**config.mk**
```make
export PLATFORM = sky130hd
export DESIGN_NAME = mdsc_top
export DESIGN_NICKNAME = d
export VERILOG_FILES = /design/src/common/mdsc_pkg.sv /design/src/logic/mdsc_settle.sv /design/src/logic/mdsc_top.sv
export VERILOG_INCLUDE_DIRS = /design/src /design/src/common
export SDC_FILE = /design/constraint.sdc
export NUM_CORES = 1
export LEC_CHECK = 0
export BUFFER_PORTS_ARGS = -buffer_cell sky130_fd_sc_hd__buf_2
export CAP_MARGIN = 20
export CORE_UTILIZATION = 52
export CTS_BUF_LIST = sky130_fd_sc_hd__clkbuf_2
export CTS_CLUSTER_DIAMETER = 30
export DETAILED_ROUTE_END_ITERATION = 10
export PLACE_DENSITY = 0.9
export SLEW_MARGIN = 20
export SYNTH_ARGS = -nofsm -noshare
export SYNTH_HDL_FRONTEND = slang
export SYNTH_SLANG_ARGS = --single-unit
```
**constraint.sdc**
```tcl
create_clock -name hclk -period 2.7 [get_ports hclk]
set_input_delay 0.27 -clock hclk [delete_from_list [all_inputs] [get_ports hclk]]
set_output_delay 0.27 -clock hclk [all_outputs]
set_load 0.01 [all_outputs]
```
**src/common/mdsc_defines.svh**
```systemverilog
// Offsets, field positions, reset values and timing counts of the mode and system control block
`ifndef MDSC_DEFINES_SVH
`define MDSC_DEFINES_SVH
`define MDSC_OFS_MODE_STAT   16'hFFF1
`define MDSC_OFS_SYS_CTRL    16'hFFF2
// Bus byte address is four times the register index
`define MDSC_ADDR_MODE_STAT  32'h0003FFC4
`define MDSC_ADDR_SYS_CTRL   32'h0003FFC8
`define MDSC_ADDR_WIDTH      18
`define MDSC_SYSTEM_CONTROL_RESET     8'h0B
`define MDSC_MODE_FIXED      8'hC4
`define MDSC_BIT_STANDBY_SELECT        7
`define MDSC_BIT_STS_HI      6
`define MDSC_BIT_STS_LO      4
`define MDSC_BIT_UE          3
`define MDSC_BIT_NONMASK_EDGE_SELECT       2
`define MDSC_BIT_RO1         1
`define MDSC_BIT_RAM_ENABLE        0
`define MDSC_SETTLE_BASE     18'h02000
`define MDSC_RAM_START       24'hFFFB10
`define MDSC_RAM_END         24'hFFFF0F
`define MDSC_AREA_SHIFT      17
`endif

```
**src/common/mdsc_pkg.sv**
```systemverilog
// Types of the mode and system control block
package mdsc_pkg;
  typedef enum logic [3:0] {
    MDSC_IDLE  = 4'h1,
    MDSC_WRITE = 4'h2,
    MDSC_READ  = 4'h4,
    MDSC_DONE  = 4'h8
  } mdsc_phase_e;
  typedef enum logic [1:0] {
    MDSC_MODE_BAD = 2'h0,
    MDSC_MODE_EXP = 2'h1,
    MDSC_MODE_NRM = 2'h2,
    MDSC_MODE_ADV = 2'h3
  } mdsc_mode_e;
endpackage

```
**src/logic/mdsc_settle.sv**
```systemverilog
// Settling wait counter used on software standby exit
`include "mdsc_defines.svh"
module mdsc_settle (
  input  wire logic        hclk,
  input  wire logic        hresetn,
  input  wire logic        start,
  input  wire logic [2:0]  sel,
  output logic             busy,
  output logic             done
);
  typedef struct packed {
    logic [17:0] cnt;
    logic        busy;
    logic        done;
  } mdsc_settle_s;
  mdsc_settle_s st_r;
  mdsc_settle_s st_nxt;

  function automatic logic [17:0] mdsc_len(input logic [2:0] s);
    case (s)
      3'h0: mdsc_len = `MDSC_SETTLE_BASE;
      3'h1: mdsc_len = 18'(`MDSC_SETTLE_BASE << 1);
      3'h2: mdsc_len = 18'(`MDSC_SETTLE_BASE << 2);
      3'h3: mdsc_len = 18'(`MDSC_SETTLE_BASE << 3);
      3'h4,
      3'h5: mdsc_len = 18'(`MDSC_SETTLE_BASE << 4);
      default: mdsc_len = 18'(`MDSC_SETTLE_BASE << 4);
    endcase
  endfunction

  always_comb begin
    st_nxt = st_r;
    st_nxt.done = 1'b0;
    if (start && !st_r.busy) begin
      st_nxt.busy = 1'b1;
      st_nxt.cnt = 18'(mdsc_len(sel) - 18'h00001);
    end else if (st_r.busy) begin
      if (st_r.cnt == 18'h00000) begin
        st_nxt.busy = 1'b0;
        st_nxt.done = 1'b1;
      end else begin
        st_nxt.cnt = 18'(st_r.cnt - 18'h00001);
      end
    end
  end

  always_ff @(posedge hclk or negedge hresetn) begin
    if (!hresetn) begin
      st_r <= '0;
    end else begin
      st_r <= st_nxt;
    end
  end

  assign busy = st_r.busy;
  assign done = st_r.done;
endmodule

```
**src/logic/mdsc_top.sv**
```systemverilog
// Mode status and system control registers behind an AHB-Lite slave
`include "mdsc_defines.svh"
module mdsc_top (
  input  wire logic        hclk,
  input  wire logic        hresetn,
  input  wire logic        hsel,
  input  wire logic [31:0] haddr,
  input  wire logic [1:0]  htrans,
  input  wire logic        hwrite,
  input  wire logic [2:0]  hsize,
  input  wire logic [31:0] hwdata,
  input  wire logic        hready,
  output logic [31:0]      hrdata,
  output logic             hreadyout,
  output logic             hresp,
  input  wire logic        mode_pin_hi,
  input  wire logic        mode_pin_lo,
  input  wire logic        sleep_req,
  input  wire logic        ext_irq_wake,
  input  wire logic        nmi_in,
  input  wire logic        exc_take,
  input  wire logic [23:0] cpu_addr,
  input  wire logic        cpu_ram_wr,
  input  wire logic [7:0]  ram_rdata,
  input  wire logic [7:0]  port_dir_hi,
  input  wire logic [7:0]  port_dir_mid,
  input  wire logic [3:0]  port_dir_lo,
  output logic             sleep_mode,
  output logic             soft_standby,
  output logic             settle_wait,
  output logic             nmi_req,
  output logic             set_mask_flag,
  output logic             set_user_flag,
  output logic             user_flag_is_mask,
  output logic             ram_active,
  output logic [7:0]       ram_rd_value,
  output logic             ram_wr_allow,
  output logic             ext_bus_en,
  output logic             wide_space,
  output logic             port6_strobes,
  output logic [19:0]      addr_pin_en,
  output logic [2:0]       area_sel
);
  typedef struct packed {
    mdsc_pkg::mdsc_phase_e phase;
    logic [`MDSC_ADDR_WIDTH-1:0] addr;
    logic [31:0] rdata;
    logic [1:0]  mode_latch;
    logic        standby_select;
    logic [2:0]  sts;
    logic        ue;
    logic        nonmask_edge_select;
    logic        ram_enable;
    logic        nmi_prev;
    logic        nmi_req;
    logic        sleep_mode;
    logic        standby;
    logic        settle;
    logic        set_mask;
    logic        set_user;
    logic        ram_active;
    logic [7:0]  ram_rd;
    logic        ram_wr;
    logic        ext_bus;
    logic        wide;
    logic        p6_strobe;
    logic [19:0] addr_en;
    logic [2:0]  area;
    logic        rdy;
    logic        uim;
  } mdsc_state_s;
  mdsc_state_s st_r;
  mdsc_state_s st_nxt;
  logic        settle_busy;
  logic        settle_done;
  logic        settle_start;
  logic        take;
  logic [7:0]  sysctl_view;
  logic [1:0]  mode_now;
  logic        rd_stat;
  logic        rd_sysctl;
  logic        wr_sysctl;

  // Address decode shared by write and read paths
  function automatic logic mdsc_hit(input logic [`MDSC_ADDR_WIDTH-1:0] a,
                                    input logic [31:0] reg_addr);
    mdsc_hit = (a == reg_addr[`MDSC_ADDR_WIDTH-1:0]);
  endfunction

  assign take = hsel && hready && htrans[1];
  assign mode_now = {mode_pin_hi, mode_pin_lo};
  assign sysctl_view = {st_r.standby_select, st_r.sts, st_r.ue, st_r.nonmask_edge_select, 1'b1, st_r.ram_enable};
  assign settle_start = st_r.standby && ext_irq_wake;

  mdsc_settle u_settle (
    .hclk    (hclk),
    .hresetn (hresetn),
    .start   (settle_start),
    .sel     (st_r.sts),
    .busy    (settle_busy),
    .done    (settle_done)
  );

  always_comb begin
    st_nxt = st_r;
    // Bus slave: every access takes one wait cycle so read data come from a flop
    case (st_r.phase)
      mdsc_pkg::MDSC_IDLE: begin
        if (take) begin
          st_nxt.addr = haddr[`MDSC_ADDR_WIDTH-1:0];
          st_nxt.phase = hwrite ? mdsc_pkg::MDSC_WRITE : mdsc_pkg::MDSC_READ;
        end
      end
      mdsc_pkg::MDSC_WRITE: begin
        // Writes to the mode status word fall through untouched
        if (mdsc_hit(st_r.addr, `MDSC_ADDR_SYS_CTRL)) begin
          st_nxt.standby_select  = hwdata[`MDSC_BIT_STANDBY_SELECT];
          st_nxt.sts   = hwdata[`MDSC_BIT_STS_HI:`MDSC_BIT_STS_LO];
          st_nxt.ue    = hwdata[`MDSC_BIT_UE];
          st_nxt.nonmask_edge_select = hwdata[`MDSC_BIT_NONMASK_EDGE_SELECT];
          st_nxt.ram_enable  = hwdata[`MDSC_BIT_RAM_ENABLE];
        end
        st_nxt.phase = mdsc_pkg::MDSC_DONE;
      end
      mdsc_pkg::MDSC_READ: begin
        st_nxt.rdata = 32'h00000000;
        if (mdsc_hit(st_r.addr, `MDSC_ADDR_MODE_STAT)) begin
          st_nxt.mode_latch = mode_now;
          st_nxt.rdata = {24'h000000, `MDSC_MODE_FIXED | {6'h00, mode_now}};
        end else if (mdsc_hit(st_r.addr, `MDSC_ADDR_SYS_CTRL)) begin
          st_nxt.rdata = {24'h000000, sysctl_view};
        end
        st_nxt.phase = mdsc_pkg::MDSC_DONE;
      end
      mdsc_pkg::MDSC_DONE: begin
        st_nxt.phase = mdsc_pkg::MDSC_IDLE;
        if (take) begin
          st_nxt.addr = haddr[`MDSC_ADDR_WIDTH-1:0];
          st_nxt.phase = hwrite ? mdsc_pkg::MDSC_WRITE : mdsc_pkg::MDSC_READ;
        end
      end
      default: st_nxt.phase = mdsc_pkg::MDSC_IDLE;
    endcase

    // Power-down selection; standby select is never cleared by wake-up
    st_nxt.sleep_mode = 1'b0;
    if (sleep_req && !st_r.standby && !st_r.sleep_mode) begin
      if (st_r.standby_select) begin
        st_nxt.standby = 1'b1;
      end else begin
        st_nxt.sleep_mode = 1'b1;
      end
    end
    if (settle_start) begin
      st_nxt.standby = 1'b0;
    end
    st_nxt.settle = settle_busy && !settle_done;

    // Nonmaskable edge detection
    st_nxt.nmi_prev = nmi_in;
    st_nxt.nmi_req = st_r.nonmask_edge_select ? (nmi_in && !st_r.nmi_prev)
                                : (!nmi_in && st_r.nmi_prev);

    // Exception entry flags for the CPU
    st_nxt.set_mask = exc_take;
    st_nxt.set_user = exc_take && !st_r.ue;

    // Mode decode; pins assumed steady while running
    st_nxt.ext_bus = (mode_now == mdsc_pkg::MDSC_MODE_EXP);
    st_nxt.wide = (mode_now != mdsc_pkg::MDSC_MODE_NRM);
    st_nxt.p6_strobe = (mode_now == mdsc_pkg::MDSC_MODE_EXP);
    st_nxt.addr_en = (mode_now == mdsc_pkg::MDSC_MODE_EXP)
                   ? {port_dir_lo, port_dir_mid, port_dir_hi} : 20'h00000;
    st_nxt.area = cpu_addr[`MDSC_AREA_SHIFT+2:`MDSC_AREA_SHIFT];

    // On-chip RAM gating; in every mode a disabled RAM reads as 8'hFF and takes no writes
    st_nxt.ram_active = st_r.ram_enable && (cpu_addr >= `MDSC_RAM_START)
                        && (cpu_addr <= `MDSC_RAM_END);
    st_nxt.ram_rd = st_r.ram_enable ? ram_rdata : 8'hFF;
    st_nxt.ram_wr = cpu_ram_wr && st_r.ram_enable;

    // Ready and mask view are registered so every output but the constant hresp leaves a flop
    st_nxt.rdy = (st_nxt.phase != mdsc_pkg::MDSC_WRITE)
                 && (st_nxt.phase != mdsc_pkg::MDSC_READ);
    st_nxt.uim = !st_nxt.ue;
  end

  always_ff @(posedge hclk or negedge hresetn) begin
    if (!hresetn) begin
      st_r <= '0;
      st_r.phase <= mdsc_pkg::MDSC_IDLE;
      st_r.ue <= 1'b1;
      st_r.ram_enable <= 1'b1;
      st_r.nmi_prev <= 1'b1;
      st_r.rdy <= 1'b1;
    end else begin
      st_r <= st_nxt;
    end
  end

  assign hrdata = st_r.rdata;
  assign hreadyout = st_r.rdy;
  assign hresp = 1'b0;
  assign sleep_mode = st_r.sleep_mode;
  assign soft_standby = st_r.standby;
  assign settle_wait = st_r.settle;
  assign nmi_req = st_r.nmi_req;
  assign set_mask_flag = st_r.set_mask;
  assign set_user_flag = st_r.set_user;
  assign user_flag_is_mask = st_r.uim;
  assign ram_active = st_r.ram_active;
  assign ram_rd_value = st_r.ram_rd;
  assign ram_wr_allow = st_r.ram_wr;
  assign ext_bus_en = st_r.ext_bus;
  assign wide_space = st_r.wide;
  assign port6_strobes = st_r.p6_strobe;
  assign addr_pin_en = st_r.addr_en;
  assign area_sel = st_r.area;

  a_mode_read_val: assert property (@(posedge hclk) disable iff (!hresetn)
    (st_r.phase == mdsc_pkg::MDSC_READ && mdsc_hit(st_r.addr, `MDSC_ADDR_MODE_STAT))
    |=> hrdata[7:2] == 6'h31)
    else $error("mode status fixed bits wrong");
  a_mode_pins_seen: assert property (@(posedge hclk) disable iff (!hresetn)
    (st_r.phase == mdsc_pkg::MDSC_READ && mdsc_hit(st_r.addr, `MDSC_ADDR_MODE_STAT))
    |=> hrdata[1:0] == $past(mode_now))
    else $error("mode pins not reported");
  a_sysctl_ro_one: assert property (@(posedge hclk) disable iff (!hresetn)
    (st_r.phase == mdsc_pkg::MDSC_READ && mdsc_hit(st_r.addr, `MDSC_ADDR_SYS_CTRL))
    |=> hrdata[1])
    else $error("system control bit 1 not one");
  a_standby_choice: assert property (@(posedge hclk) disable iff (!hresetn)
    (sleep_req && !st_r.standby && !st_r.sleep_mode && st_r.standby_select) |=> soft_standby)
    else $error("standby not entered");
  a_standby_select_kept: assert property (@(posedge hclk) disable iff (!hresetn)
    (settle_start && st_r.phase != mdsc_pkg::MDSC_WRITE) |=> st_r.standby_select == $past(st_r.standby_select))
    else $error("standby select changed on wake");
  a_nmi_edge: assert property (@(posedge hclk) disable iff (!hresetn)
    (!st_r.nonmask_edge_select && $fell(nmi_in) && $stable(st_r.nonmask_edge_select)) |=> nmi_req)
    else $error("falling edge missed");
  a_user_flag_set: assert property (@(posedge hclk) disable iff (!hresetn)
    (exc_take && !st_r.ue) |=> set_user_flag && set_mask_flag)
    else $error("user flag not set");
  a_ram_off_ff: assert property (@(posedge hclk) disable iff (!hresetn)
    !st_r.ram_enable |=> ram_rd_value == 8'hFF && !ram_wr_allow)
    else $error("disabled RAM not blocked");
  a_bus_wait: assert property (@(posedge hclk) disable iff (!hresetn)
    (take && st_r.phase != mdsc_pkg::MDSC_WRITE && st_r.phase != mdsc_pkg::MDSC_READ)
    |=> !hreadyout ##1 hreadyout)
    else $error("wait cycle wrong");

  // Bus-side views for the checks below
  assign rd_stat   = (st_r.phase == mdsc_pkg::MDSC_READ)
                     && mdsc_hit(st_r.addr, `MDSC_ADDR_MODE_STAT);
  assign rd_sysctl = (st_r.phase == mdsc_pkg::MDSC_READ)
                     && mdsc_hit(st_r.addr, `MDSC_ADDR_SYS_CTRL);
  assign wr_sysctl = (st_r.phase == mdsc_pkg::MDSC_WRITE)
                     && mdsc_hit(st_r.addr, `MDSC_ADDR_SYS_CTRL);

  a_mode_zero_bits: assert property (@(posedge hclk) disable iff (!hresetn)
    rd_stat |=> hrdata[5:3] == 3'h0)
    else $error("mode status reserved zeros wrong");
  a_read_upper: assert property (@(posedge hclk) disable iff (!hresetn)
    st_r.phase == mdsc_pkg::MDSC_READ |=> hrdata[31:8] == 24'h000000)
    else $error("read data upper bits not zero");
  a_read_unmapped: assert property (@(posedge hclk) disable iff (!hresetn)
    (st_r.phase == mdsc_pkg::MDSC_READ && !rd_stat && !rd_sysctl) |=> hrdata == 32'h00000000)
    else $error("unmapped read not zero");
  a_hrdata_hold: assert property (@(posedge hclk) disable iff (!hresetn)
    st_r.phase != mdsc_pkg::MDSC_READ |=> $stable(hrdata))
    else $error("read data moved without a read");
  a_wait_once: assert property (@(posedge hclk) disable iff (!hresetn)
    !hreadyout |=> hreadyout)
    else $error("wait state longer than one cycle");
  a_stat_write_none: assert property (@(posedge hclk) disable iff (!hresetn)
    (st_r.phase == mdsc_pkg::MDSC_WRITE && !wr_sysctl)
    |=> $stable({st_r.standby_select, st_r.sts, st_r.ue, st_r.nonmask_edge_select, st_r.ram_enable}))
    else $error("other write changed control bits");
  a_sysctl_update: assert property (@(posedge hclk) disable iff (!hresetn)
    wr_sysctl |=> {st_r.standby_select, st_r.sts} == $past(hwdata[7:4]))
    else $error("standby fields not written");
  a_user_mask_view: assert property (@(posedge hclk) disable iff (!hresetn)
    wr_sysctl |=> user_flag_is_mask == !$past(hwdata[3]))
    else $error("user flag role wrong");
  a_ram_enable_kept: assert property (@(posedge hclk) disable iff (!hresetn)
    st_r.phase != mdsc_pkg::MDSC_WRITE |=> $stable(st_r.ram_enable))
    else $error("RAM enable moved without a write");

  // Power-down, interrupt edge and exception checks
  a_sleep_choice: assert property (@(posedge hclk) disable iff (!hresetn)
    (sleep_req && !st_r.standby && !st_r.sleep_mode && !st_r.standby_select)
    |=> sleep_mode && !soft_standby)
    else $error("sleep not entered");
  a_sleep_pulse: assert property (@(posedge hclk) disable iff (!hresetn)
    sleep_mode |=> !sleep_mode)
    else $error("sleep indication longer than one cycle");
  a_standby_hold: assert property (@(posedge hclk) disable iff (!hresetn)
    (soft_standby && !ext_irq_wake) |=> soft_standby)
    else $error("standby left without a wake");
  a_settle_go: assert property (@(posedge hclk) disable iff (!hresetn)
    (settle_start && !settle_busy) |=> settle_busy && !soft_standby)
    else $error("settle wait not started");
  a_nmi_rise: assert property (@(posedge hclk) disable iff (!hresetn)
    (st_r.nonmask_edge_select && $rose(nmi_in) && $stable(st_r.nonmask_edge_select)) |=> nmi_req)
    else $error("rising edge missed");
  a_nmi_quiet: assert property (@(posedge hclk) disable iff (!hresetn)
    (nmi_in == st_r.nmi_prev) |=> !nmi_req)
    else $error("request without an edge");
  a_mask_only: assert property (@(posedge hclk) disable iff (!hresetn)
    (exc_take && st_r.ue) |=> set_mask_flag && !set_user_flag)
    else $error("user flag set while it is a user bit");
  a_no_exc_flags: assert property (@(posedge hclk) disable iff (!hresetn)
    !exc_take |=> !set_mask_flag && !set_user_flag)
    else $error("flag set without an exception");

  // RAM gating, mode decode and area select checks
  a_ram_on_pass: assert property (@(posedge hclk) disable iff (!hresetn)
    st_r.ram_enable |=> ram_rd_value == $past(ram_rdata) && ram_wr_allow == $past(cpu_ram_wr))
    else $error("enabled RAM not passed through");
  a_ram_range: assert property (@(posedge hclk) disable iff (!hresetn)
    (cpu_addr < `MDSC_RAM_START || cpu_addr > `MDSC_RAM_END) |=> !ram_active)
    else $error("RAM active outside its range");
  a_exp_decode: assert property (@(posedge hclk) disable iff (!hresetn)
    (mode_now == mdsc_pkg::MDSC_MODE_EXP) |=> ext_bus_en && wide_space && port6_strobes)
    else $error("expanded mode decode wrong");
  a_addr_pins: assert property (@(posedge hclk) disable iff (!hresetn)
    (mode_now == mdsc_pkg::MDSC_MODE_EXP)
    |=> addr_pin_en == $past({port_dir_lo, port_dir_mid, port_dir_hi}))
    else $error("address pins do not follow direction bits");
  a_single_chip: assert property (@(posedge hclk) disable iff (!hresetn)
    (mode_now != mdsc_pkg::MDSC_MODE_EXP)
    |=> !ext_bus_en && !port6_strobes && addr_pin_en == 20'h00000)
    else $error("single chip mode drives external pins");
  a_normal_narrow: assert property (@(posedge hclk) disable iff (!hresetn)
    (mode_now == mdsc_pkg::MDSC_MODE_NRM) |=> !wide_space)
    else $error("normal mode space too wide");
  a_adv_wide: assert property (@(posedge hclk) disable iff (!hresetn)
    (mode_now == mdsc_pkg::MDSC_MODE_ADV) |=> wide_space && !ext_bus_en)
    else $error("advanced mode decode wrong");
  a_area_pick: assert property (@(posedge hclk) disable iff (!hresetn)
    1'b1 |=> area_sel == $past(cpu_addr[`MDSC_AREA_SHIFT+2:`MDSC_AREA_SHIFT]))
    else $error("area select wrong");

  c_sys_write: cover property (@(posedge hclk) disable iff (!hresetn)
    st_r.phase == mdsc_pkg::MDSC_WRITE && mdsc_hit(st_r.addr, `MDSC_ADDR_SYS_CTRL));
  c_mode_read: cover property (@(posedge hclk) disable iff (!hresetn)
    st_r.phase == mdsc_pkg::MDSC_READ && mdsc_hit(st_r.addr, `MDSC_ADDR_MODE_STAT));
  c_standby_wake: cover property (@(posedge hclk) disable iff (!hresetn) settle_done);
  c_sleep_entry: cover property (@(posedge hclk) disable iff (!hresetn) sleep_mode);
  c_nmi_seen: cover property (@(posedge hclk) disable iff (!hresetn) nmi_req);
endmodule

```
==> results of run 1 <==
==> critical path, stage by stage <==
cell	delay, ps
dlygate4sd3_1	520
buf_2	110
and4_1	190
nand3_1	80
dlygate4sd3_1	570
nor4_1	250
dlygate4sd3_1	600
==> registers in the layout (all words and copies together) (netlist names), 3 cells and up <==
signal / count
hrdata: 8
ram_rd_value: 8
area_sel: 3
addr_pin_en: 20
u_settle.st_r: 18
st_r: 30
==> power by group <==
group | total, mW | switching (mW) | internal, mW
registers | 1.65 | 0.0439 | 1.61
logic | 0.377 | 0.164 | 0.213
clock network | 0.785 | 0.548 | 0.237
==> worst paths after layout <==
path,from,endpoint,cells past startpoint
worst max register to register,st_r[104],st_r[86],3
min in group asynchronous,hresetn,ram_rd_value[7],2
max in group asynchronous,hresetn,hreadyout,3
worst max-delay path,cpu_addr[17],ram_active,7
worst min-delay path,mode_pin_lo,hrdata[0],3
worst min register to register,u_settle.done,settle_wait,1
==> Yosys cell counts, types with 7 or more instances <==
master,count
clkbuf_1,11
nor2_1,20
mux2i_1,9
dfrtp_1,96
and2_1,22
nand3_1,7
nand4_1,8
a21oi_1,11
nand2b_1,10
mux2_2,18
nand2_1,16
mux2_4,7
buf_4,65
==> routing by layer <==
| metal | up-vias | global-route usage |
|---|---|---|
| met3 | 25 | 0.0563 |
| li1 | 1614 | - |
| met1 | 1679 | 0.278 |
| met4 | 0 | 0.0895 |
| met5 | - | 0 |
| met2 | 141 | 0.428 |
==> through the flow <==
step	total power, mW	util	setup WS [ps]
floorplan	1.86	-	941
global placement	1.95	0.583	740
detailed placement	1.97	0.583	614
CTS	2.82	0.679	594
global route	2.94	0.679	392
finish	2.81	0.679	619
==> final cells by class <==
| cell class | count | area [um^2] | share of cell area |
|---|---|---|---|
| Multi-Input combinational cell | 230 | 1620 | 0.275 |
| Clock buffer | 9 | 45.0 | 0.00765 |
| Clock inverter | 7 | 88.8 | 0.0151 |
| Timing Repair Buffer | 213 | 1450 | 0.246 |
| Tap cell | 108 | 135 | 0.0229 |
| Sequential cell | 101 | 2530 | 0.430 |
| Inverter | 6 | 22.5 | 0.00382 |
==> cell families after synthesis <==
family | Yosys count | synth area share
AO/OA/AOI/OAI | 46 | 0.0720
XOR/XNOR | 3 | 0.00566
adder cells (fa/ha/maj) | 1 | 0.00270
buffers and inverters | 86 | 0.124
flip-flops | 101 | 0.546
multiplexers | 34 | 0.0858
other | 1 | 0.000808
AND/OR/NAND/NOR | 121 | 0.163
==> key figures, run 1 <==
Status
  – Outcome: completed

Final layout
  – Final instance area: between 5000 and 6000 um^2
  – Area Growth Syn to Fin: 27.0%
  – Fill cells: ~640
  – Final net count: 695
  – Ant diodes: 0
  – Commonest non-fill, non-tap cells in the layout: 136 x buf_2, 96 x dfrtp_1, 70 x dlygate4sd3_1
  – Final Non-Filler Cells: around 670
  – Most common cell after layout, fill and taps aside: buf_2
  – Share of cells above drive strength 1: 0.350

Logic synthesis
  – Synth cell types: 56
  – Post-Synthesis Cell Area: roughly 4600 um^2
  – Syn avg cell area: ~12 um^2
  – Synth top area cells: dfrtp_1 52%, buf_4 11%, mux2_2 4.4%
  – Cell taking the most area after synthesis: dfrtp_1
  – Top cell type's share of synthesized area: 0.518
  – Synth async-reset ratio: 1.00
  – Syn Inst Count: around 390
  – Number of flops mapped to enable cells by yosys: 0
  – Prevailing post-synth register cell: dfrtp_1
  – Seq/Total Area, Yosys: 0.546
  – Yosys warns: 0
  – Yosys reg bits: roughly 100

Detailed routing
  – Routed length on met3: 612 um
  – DR WL/cell: approximately 15 um
  – DRC: 0
  – Initial DRC Count: roughly 170
  – Routed Antenna Nets: 0
  – Via count: between 3,000 and 4,000
  – WL final: 10,400 um
  – Via/cell ratio: slightly above 5
  – Met1 WL: just under 4000 um
  – First drt pass iteration count: 4
  – Highest metal used: met4
  – WL met2: between 5000 and 6000 um

Place
  – Placed Instance Area: just over 5000 um^2
  – Dpl cells: a little under 600
  – Detailed Place HPWL: 6540 um
  – Routability Congestion: about 0.80
  – PortBufs: between 100 and 150

Setup path
  – CP startpoint kind: input port
  – Critical Path Fanout Max: 2
  – Worst Setup End Kind: register
  – CP Data Required Time: about 3200 ps
  – CP Class: input port to register
  – R2R setup slack: 630 ps
  – Critical Path AT: 2600 ps

Floorplan
  – Chip width: between 90 and 100 um
  – I/O pin total: 210
  – Core area: about 8700 um^2
  – # rows: 34
  – Initial core utilization: 0.535
  – Die ar.: between 9000 and 10,000 um^2
  – Die H: 96.5 um

Global route
  – Vias in the first global route: roughly 3,500
  – Tot GR Track Use: 0.239
  – First-pass GRT wire length: around 17,000 um
  – Largest net degree at the start of global routing: between 50 and 60
  – Overflow after GRT: 0
  – Initial antenna violation count: 0

Timing
  – Setup Skew: 33.2 ps
  – RSZ-0062 raised after global routing: no
  – Slew margin rel.: 0.423
  – Slew at the pin closest to its max-slew limit: 863 ps
  – Setup violators final: 0
  – Period utilisation layout: 0.771
  – Fin. Hold Viols: 0
  – Tmin final: ~2100 ps
  – Highest Clock Rate: just under 500 MHz
  – Worst hold margin: approximately 62 ps
  – Slew Limit Fails: 0
  – Post-route setup TNS: 0 ps

Power
  – PwrDens: 478 nW/um^2
  – Max VDD drop: slightly above 0.4 mV
  – P_leak: ~2.8 nW

CTS
  – Worst skew pair latency: about 570 ps
  – H-tree level count: 3
  – Clock Sink Count: ~100
  – PostCTS Resize Cnt: 0
  – Clk root buf: clkbuf_2
  – CTS tree: built
  – Setup bufs post-CTS: 0
  – Clock transition at path regs: 290 ps
  – Post-CTS Hold Fix Bufs: 70
  – Total CTS buffers: 9
  – Clk buf depth: 2

Hold path
  – Hold WC Path Type: input port to register

Flow run
  – Number of max-cap violations: 0
Note: power is estimated with default switching activity, not from simulation.
==> run 2, diff against run 1 <==
Settings changed: ABC_AREA set to 1, CORE_UTILIZATION 52 to 49, PLACE_DENSITY 0.9 to 0.85.
Clock period 2.7 ns to 2.2 ns, I/O delays scaled along.
==> key figures, run 2 <==
Logic synthesis
  – Post-Synthesis Cell Area: 4820 um^2 (+4.0%)
  – Yosys reg bits: 101 (unchanged)
  – Syn Inst Count: 567 (+44%)
  – Synth async-reset ratio: 1.00 (unchanged)
  – Commonest cells in the netlist: 151 x nand2_1, 96 x dfrtp_1, 74 x nor2_1
  – Prevailing post-synth register cell: dfrtp_1
  – Cell taking the most area after synthesis: dfrtp_1
  – Syn avg cell area: 8.51 um^2 (-28%)
  – Top cell type's share of synthesized area: 0.498 (-0.0197)
  – Most used standard cell by instance count after synthesis: nand2_1
  – Number of flops mapped to enable cells by yosys: 0 (unchanged)
  – Synth cell types: 37 (-34%)
  – Seq/Total Area, Yosys: 0.525 (-0.0208)
  – Synth top area cells: dfrtp_1 50%, nand2_1 12%, buf_4 10%
  – Yosys warns: 0 (unchanged)

Setup path
  – Worst stage delay on the critical path: 470 ps (-130 ps)
  – CP Class: register to register
  – R2R setup slack: 380 ps (-250 ps)
  – Critical Path AT: 2360 ps (-240 ps)
  – CP top delay family: simple AND/OR/NAND/NOR gates
  – Worst path bufs/invs: 1 (-3)
  – Cells on worst reg2reg path: 8 (+5)
  – CP startpoint kind: register
  – Crit path depth: 8 (+1)
  – Most common cell on crit path: nand2_2
  – Cells along the critical path: inv_1 > ha_1 > nand2_2 > nor2_4 > nand3_4 > nand2_4 > nand2_2 > o21a_1
  – R2R Path End: u_settle.st_r[3]
  – Worst Setup End Kind: register
  – CP max-delay cell: dfrtp_1
  – Reg2reg start: u_settle.st_r[2]
  – Critical Path Fanout Max: 12 (+10)
  – CP Data Required Time: 2750 ps (-470 ps)

Timing
  – Slew Limit Fails: 0 (unchanged)
  – Setup slack after layout: 384 ps (-235 ps)
  – Slew at the pin closest to its max-slew limit: 558 ps (-305 ps)
  – RSZ-0062 raised after global routing: no
  – Setup violators final: 0 (unchanged)
  – Highest Clock Rate: 551 MHz
  – Slew margin rel.: 0.628 (+0.205)
  – Post-route setup TNS: 0 ps (unchanged)
  – Period utilisation layout: 0.825
  – Tmin final: approximately 1800 ps
  – Fin. Hold Viols: 0 (unchanged)
  – Setup Skew: 23.7 ps (-9.50 ps)
  – Worst hold margin: 141 ps (+79.1 ps)

Final layout
  – Final Non-Filler Cells: 870 (+29%)
  – Max reg flops: 30 (unchanged)
  – Most common cell after layout, fill and taps aside: nand2_1
  – Final net count: 870 (+25%)
  – Final instance area: 6070 um^2 (+3.0%)
  – Register with the most flip-flops: st_r
  – Area Growth Syn to Fin: 25.8%
  – Ant diodes: 0 (unchanged)
  – Final core occ: 0.647 (-0.0314)
  – Share of cells above drive strength 1: 0.252 (-0.0975)
  – Fill cells: 791 (+24%)
  – Commonest non-fill, non-tap cells in the layout: 151 x nand2_1, 136 x buf_2, 96 x dfrtp_1

CTS
  – Clock transition at path regs: 300 ps (about the same)
  – Clk buf depth: 2 (unchanged)
  – Post-CTS Hold Fix Bufs: 70 (unchanged)
  – Clock Sink Count: 101 (unchanged)
  – PostCTS Resize Cnt: 0 (unchanged)
  – H-tree level count: 3 (unchanged)
  – CTS tree: built
  – Total CTS buffers: 9 (unchanged)
  – Setup bufs post-CTS: 0 (unchanged)
  – Clk root buf: clkbuf_2
  – Worst skew pair latency: 600 ps (+30 ps)

Floorplan
  – Chip width: 101 um (+4.9%)
  – Die H: 101 um (+4.9%)
  – Initial core utilization: 0.515 (-0.0199)
  – # rows: 35 (+2.9%)
  – I/O pin total: 210 (unchanged)
  – Core area: 9370 um^2 (+8.0%)
  – Die ar.: 10,200 um^2 (+10%)

Global route
  – Overflow after GRT: 0 (unchanged)
  – Vias in the first global route: 4,005 (+16%)
  – First-pass GRT wire length: 17,900 um (+7.7%)
  – Largest net degree at the start of global routing: 102 (+79%)
  – Initial antenna violation count: 0 (unchanged)
  – Tot GR Track Use: 0.226 (-0.0134)

Power
  – P_leak: 3.24 nW (+16%)
  – Total power: 3.55 mW (+26%)
  – PwrDens: 584 nW/um^2 (+22%)
  – Max VDD drop: 0.413 mV (about the same)

Detailed routing
  – DR WL/cell: 12.8 um (-16%)
  – Via count: 4,056 (+17%)
  – Initial DRC Count: 202 (+20%)
  – Routed Antenna Nets: 0 (unchanged)
  – First drt pass iteration count: 5 (+1)
  – WL final: 11,200 um (+7.8%)
  – DRC: 0 (unchanged)
  – Via/cell ratio: 4.66 (-9.2%)

Hold path
  – Hold WC Path Type: input port to async pin

Flow run
  – Number of max-cap violations: 0 (unchanged)

Place
  – Placed Instance Area: 5230 um^2 (+3.5%)
  – Routability Congestion: 0.835 (+4.1%)
  – Dpl cells: 784 (+33%)
  – Detailed Place HPWL: 7140 um (+9.2%)
  – PortBufs: 137 (unchanged)
  – Setup WS pre-CTS: 403 ps (-211 ps)

Status
  – Outcome: completed
## run 2: cells by family after synthesis
group | after synthesis | share of synthesized area
adder cells (fa/ha/maj) | 1 | 0.00259
buffers and inverters | 139 | 0.167
multiplexers | 1 | 0.00208
other | 1 | 0.000777
AND/OR/NAND/NOR | 292 | 0.263
flip-flops | 101 | 0.525
AO/OA/AOI/OAI | 30 | 0.0358
XOR/XNOR | 2 | 0.00363
## run 2: per-layer routing
metal | wire (um) | global-route usage | up-vias
li1 | - | - | 1986
met1 | 4320 | 0.251 | 1898
met2 | 5960 | 0.426 | 142
met3 | 590 | 0.0421 | 30
met4 | 296 | 0.0858 | 0
met5 | 0 | 0 | -
## run 2: area by class of cell
cell class                      instances  area [um^2]  share of cell area
Inverter                               63          241              0.0398
Sequential cell                       101         2530               0.418
Clock buffer                            9         45.0             0.00742
Tap cell                              129          161              0.0266
Clock inverter                          7         88.8              0.0146
Timing Repair Buffer                  210         1420               0.235
Multi-Input combinational cell        351         1570               0.259
## run 2: tightest hold or removal path: stages
cell,delay (ps)
dlygate4sd3_1,540
buf_4,120
buf_12,380
## run 2: worst max-delay path by stage
stage,startpoint,slack (ps),end
5_1_grt,u_settle.st_r[2],220,u_settle.st_r[17]
4_1_cts,u_settle.st_r[2],370,u_settle.st_r[3]
3_5_place_dp,u_settle.st_r[2],400,u_settle.st_r[3]
6_report,u_settle.st_r[2],380,u_settle.st_r[3]
2_1_floorplan,u_settle.st_r[2],750,u_settle.st_r[4]
3_3_place_gp,u_settle.st_r[2],460,u_settle.st_r[3]
## run 2: power breakdown
group	leakage (nW)	internal [mW]	switching, mW
registers	1.20	1.99	0.0673
logic	1.97	0.240	0.254
clock network	0.0789	0.297	0.698
==> run 3, diff against run 2 <==
Settings changed: ABC_AREA 1 to 0, CORE_UTILIZATION 49 to 44, PLACE_DENSITY 0.85 to 0.82.
Clock period 2.2 ns to 1.55 ns, I/O delays scaled along.
==> key figures, run 3 (synthesis results as in run 1) <==
Status
  – Outcome: finished, violations left
  – Failing checks: setup timing

Power
  – Net Sw Power: 1.28 mW (+26%)
  – Clock share of power: 0.278 (-0.003)
  – P_leak: 3.14 nW (-3.1%)
  – PwrDens: 748 nW/um^2 (+28%)
  – Combinational power share: 0.145 (+0.006)
  – Max VDD drop: 0.601 mV (+46%)
  – Switching Fraction: 0.256 (-0.0314)
  – P_int: 3.72 mW (+47%)
  – Sequential share of power: 0.577 (-0.003)

Timing
  – Setup Skew: 39.0 ps (+15.4 ps)
  – Period utilisation layout: 1.15 (+0.329)
  – RSZ-0062 raised after global routing: yes
  – Slew Limit Fails: 0 (unchanged)
  – Slew at the pin closest to its max-slew limit: 489 ps (-69.1 ps)
  – Post-route setup TNS: -4950 ps (-4950 ps)
  – Highest Clock Rate: 559 MHz (+1.5%)
  – Tmin final: 1790 ps (-27.2 ps)
  – Setup slack after layout: -239 ps (-623 ps)
  – Slew margin rel.: 0.670 (+0.0419)
  – Fin. Hold Viols: 0 (unchanged)
  – Setup violators final: 37 (+37)

Final layout
  – Fill cells: 802 (+1.4%)
  – Multi-input combinational cell area: 1830 um^2 (+16%)
  – Reg area: 2530 um^2 (about the same)
  – Max reg flops: 30 (unchanged)
  – Final Non-Filler Cells: 766 (-12%)
  – Final instance area: 6690 um^2 (+10%)
  – Final net count: 759 (-13%)
  – Share of cells above drive strength 1: 0.446 (+0.194)
  – Most common cell after layout, fill and taps aside: buf_2
  – Register with the most flip-flops: st_r
  – Ant diodes: 0 (unchanged)
  – Area Growth Syn to Fin: 44.2%
  – Commonest non-fill, non-tap cells in the layout: 138 x buf_2, 95 x dfrtp_1, 78 x dlygate4sd3_1

Place
  – Dpl cells: 655 (-16%)
  – Placed Instance Area: 5450 um^2 (+4.1%)
  – PortBufs: 137 (unchanged)
  – Routability Congestion: 1.03 (+23%)
  – Detailed Place HPWL: 7600 um (+6.5%)

Flow run
  – Number of max-cap violations: 0 (unchanged)

CTS
  – Clock Sink Count: 101 (unchanged)
  – Clock transition at path regs: 260 ps (-40 ps)
  – Clk root buf: clkbuf_2
  – Worst skew pair latency: 590 ps (about the same)
  – H-tree level count: 3 (unchanged)
  – CTS tree: built
  – Clk buf depth: 2 (unchanged)
  – Total CTS buffers: 9 (unchanged)

Setup path
  – Worst path bufs/invs: 0 (-1)
  – Critical Path Fanout Max: 8 (-4)
  – Critical Path AT: 2280 ps (-80 ps)
  – Worst stage delay on the critical path: 610 ps (+140 ps)
  – Cells along the critical path: nand4_1 > or4_4 > nor2_8 > mux2_4
  – Cells on worst reg2reg path: 4 (-4)
  – CP max-delay cell: or4_4
  – Worst Setup End Kind: register
  – R2R Path End: st_r[51]
  – R2R setup slack: -240 ps (-620 ps)
  – Reg2reg start: st_r[99]
  – CP Data Required Time: 2040 ps (-710 ps)
  – CP startpoint kind: register
  – CP top delay family: simple AND/OR/NAND/NOR gates
  – CP Class: register to register

Floorplan
  – Die H: 105 um (+3.4%)
  – # rows: 37 (+5.7%)
  – Initial core utilization: 0.451 (-0.0633)
  – I/O pin total: 210 (unchanged)
  – Core area: 10,300 um^2 (+9.7%)
  – Die ar.: 11,000 um^2 (+7.0%)
  – Chip width: 105 um (+3.4%)

Detailed routing
  – Initial DRC Count: 143 (-29%)
  – WL final: 12,400 um (+11%)
  – First drt pass iteration count: 5 (unchanged)
  – Routed Antenna Nets: 0 (unchanged)
  – Via count: 3,800 (-6.3%)
  – DRC: 0 (unchanged)
  – DR WL/cell: 16.1 um (+26%)
  – Via/cell ratio: 4.96 (+6.4%)

Global route
  – Initial antenna violation count: 0 (unchanged)
  – First-pass GRT wire length: 19,000 um (+6.6%)
  – Largest net degree at the start of global routing: 45 (-56%)
  – Overflow after GRT: 0 (unchanged)
  – Tot GR Track Use: 0.223 (-0.00246)
  – Vias in the first global route: 3,923 (-2.0%)

Hold path
  – Hold WC Path Type: input port to async pin
## run 3: metrics by stage
step           hold WS (ps)  power, mW  utilization  worst slack [ps]
2_1_floorplan          -141       3.24            -              -186
3_3_place_gp            119       3.41        0.530              -163
3_5_place_dp            130       3.45        0.530              -196
4_1_cts                74.5       4.99        0.632              -225
5_1_grt                63.1       5.22        0.651              -308
6_report                109       5.00        0.651              -239
## run 3: how the worst max path moves through the flow
stage / startpoint / end / depth (start not counted)
final: st_r[99] / st_r[51] / 4
after global routing: u_settle.st_r[17] / u_settle.st_r[9] / 5
after detailed placement: st_r[86] / st_r[49] / 4
after global placement: st_r[86] / st_r[50] / 4
after CTS: st_r[90] / st_r[51] / 4
after floorplan: st_r[86] / st_r[46] / 5
## run 3: timing repair
| item | CTS | global route |
|---|---|---|
| endpoints found under the setup margin | 34 | 50 |
| setup buffers | 9 | 7 |
| hold endpoints to repair | 173 | 0 |
| hold buffers | 79 | 0 |
| pin swaps | 12 | 22 |
| gates resized for setup | 15 | 31 |
| gates cloned | 0 | 1 |
## run 3: layout make-up
| class | instances | share of cell area |
|---|---|---|
| clock inverters | 7 | 0.0131 |
| clock buffers | 9 | 0.00673 |
| inverters | 6 | 0.00337 |
| repair buffers | 277 | 0.299 |
| well taps | 136 | 0.0254 |
| multi-input cells | 230 | 0.274 |
| flip-flops and latches | 101 | 0.379 |
## run 3: layer usage
metal	vias to the layer above	part of all wire	wire [um]	GRT usage
met4	0	0.023	289	0.0845
met1	1878	0.39	4770	0.263
met2	156	0.53	6590	0.395
met5	-	0	0	0
met3	28	0.057	707	0.0524
li1	1738	-	-	-
## run 3: power by group through the flow
| stage | clock [mW] | combinational [mW] | sequential, mW |
|---|---|---|---|
| 5_1_grt | 1.53 | 0.788 | 2.90 |
| 3_5_place_dp | 0 | 0.527 | 2.92 |
| 4_1_cts | 1.43 | 0.684 | 2.88 |
| 6_report | 1.39 | 0.725 | 2.89 |
| 3_3_place_gp | 0 | 0.502 | 2.91 |
| 2_1_floorplan | 0 | 0.345 | 2.90 |
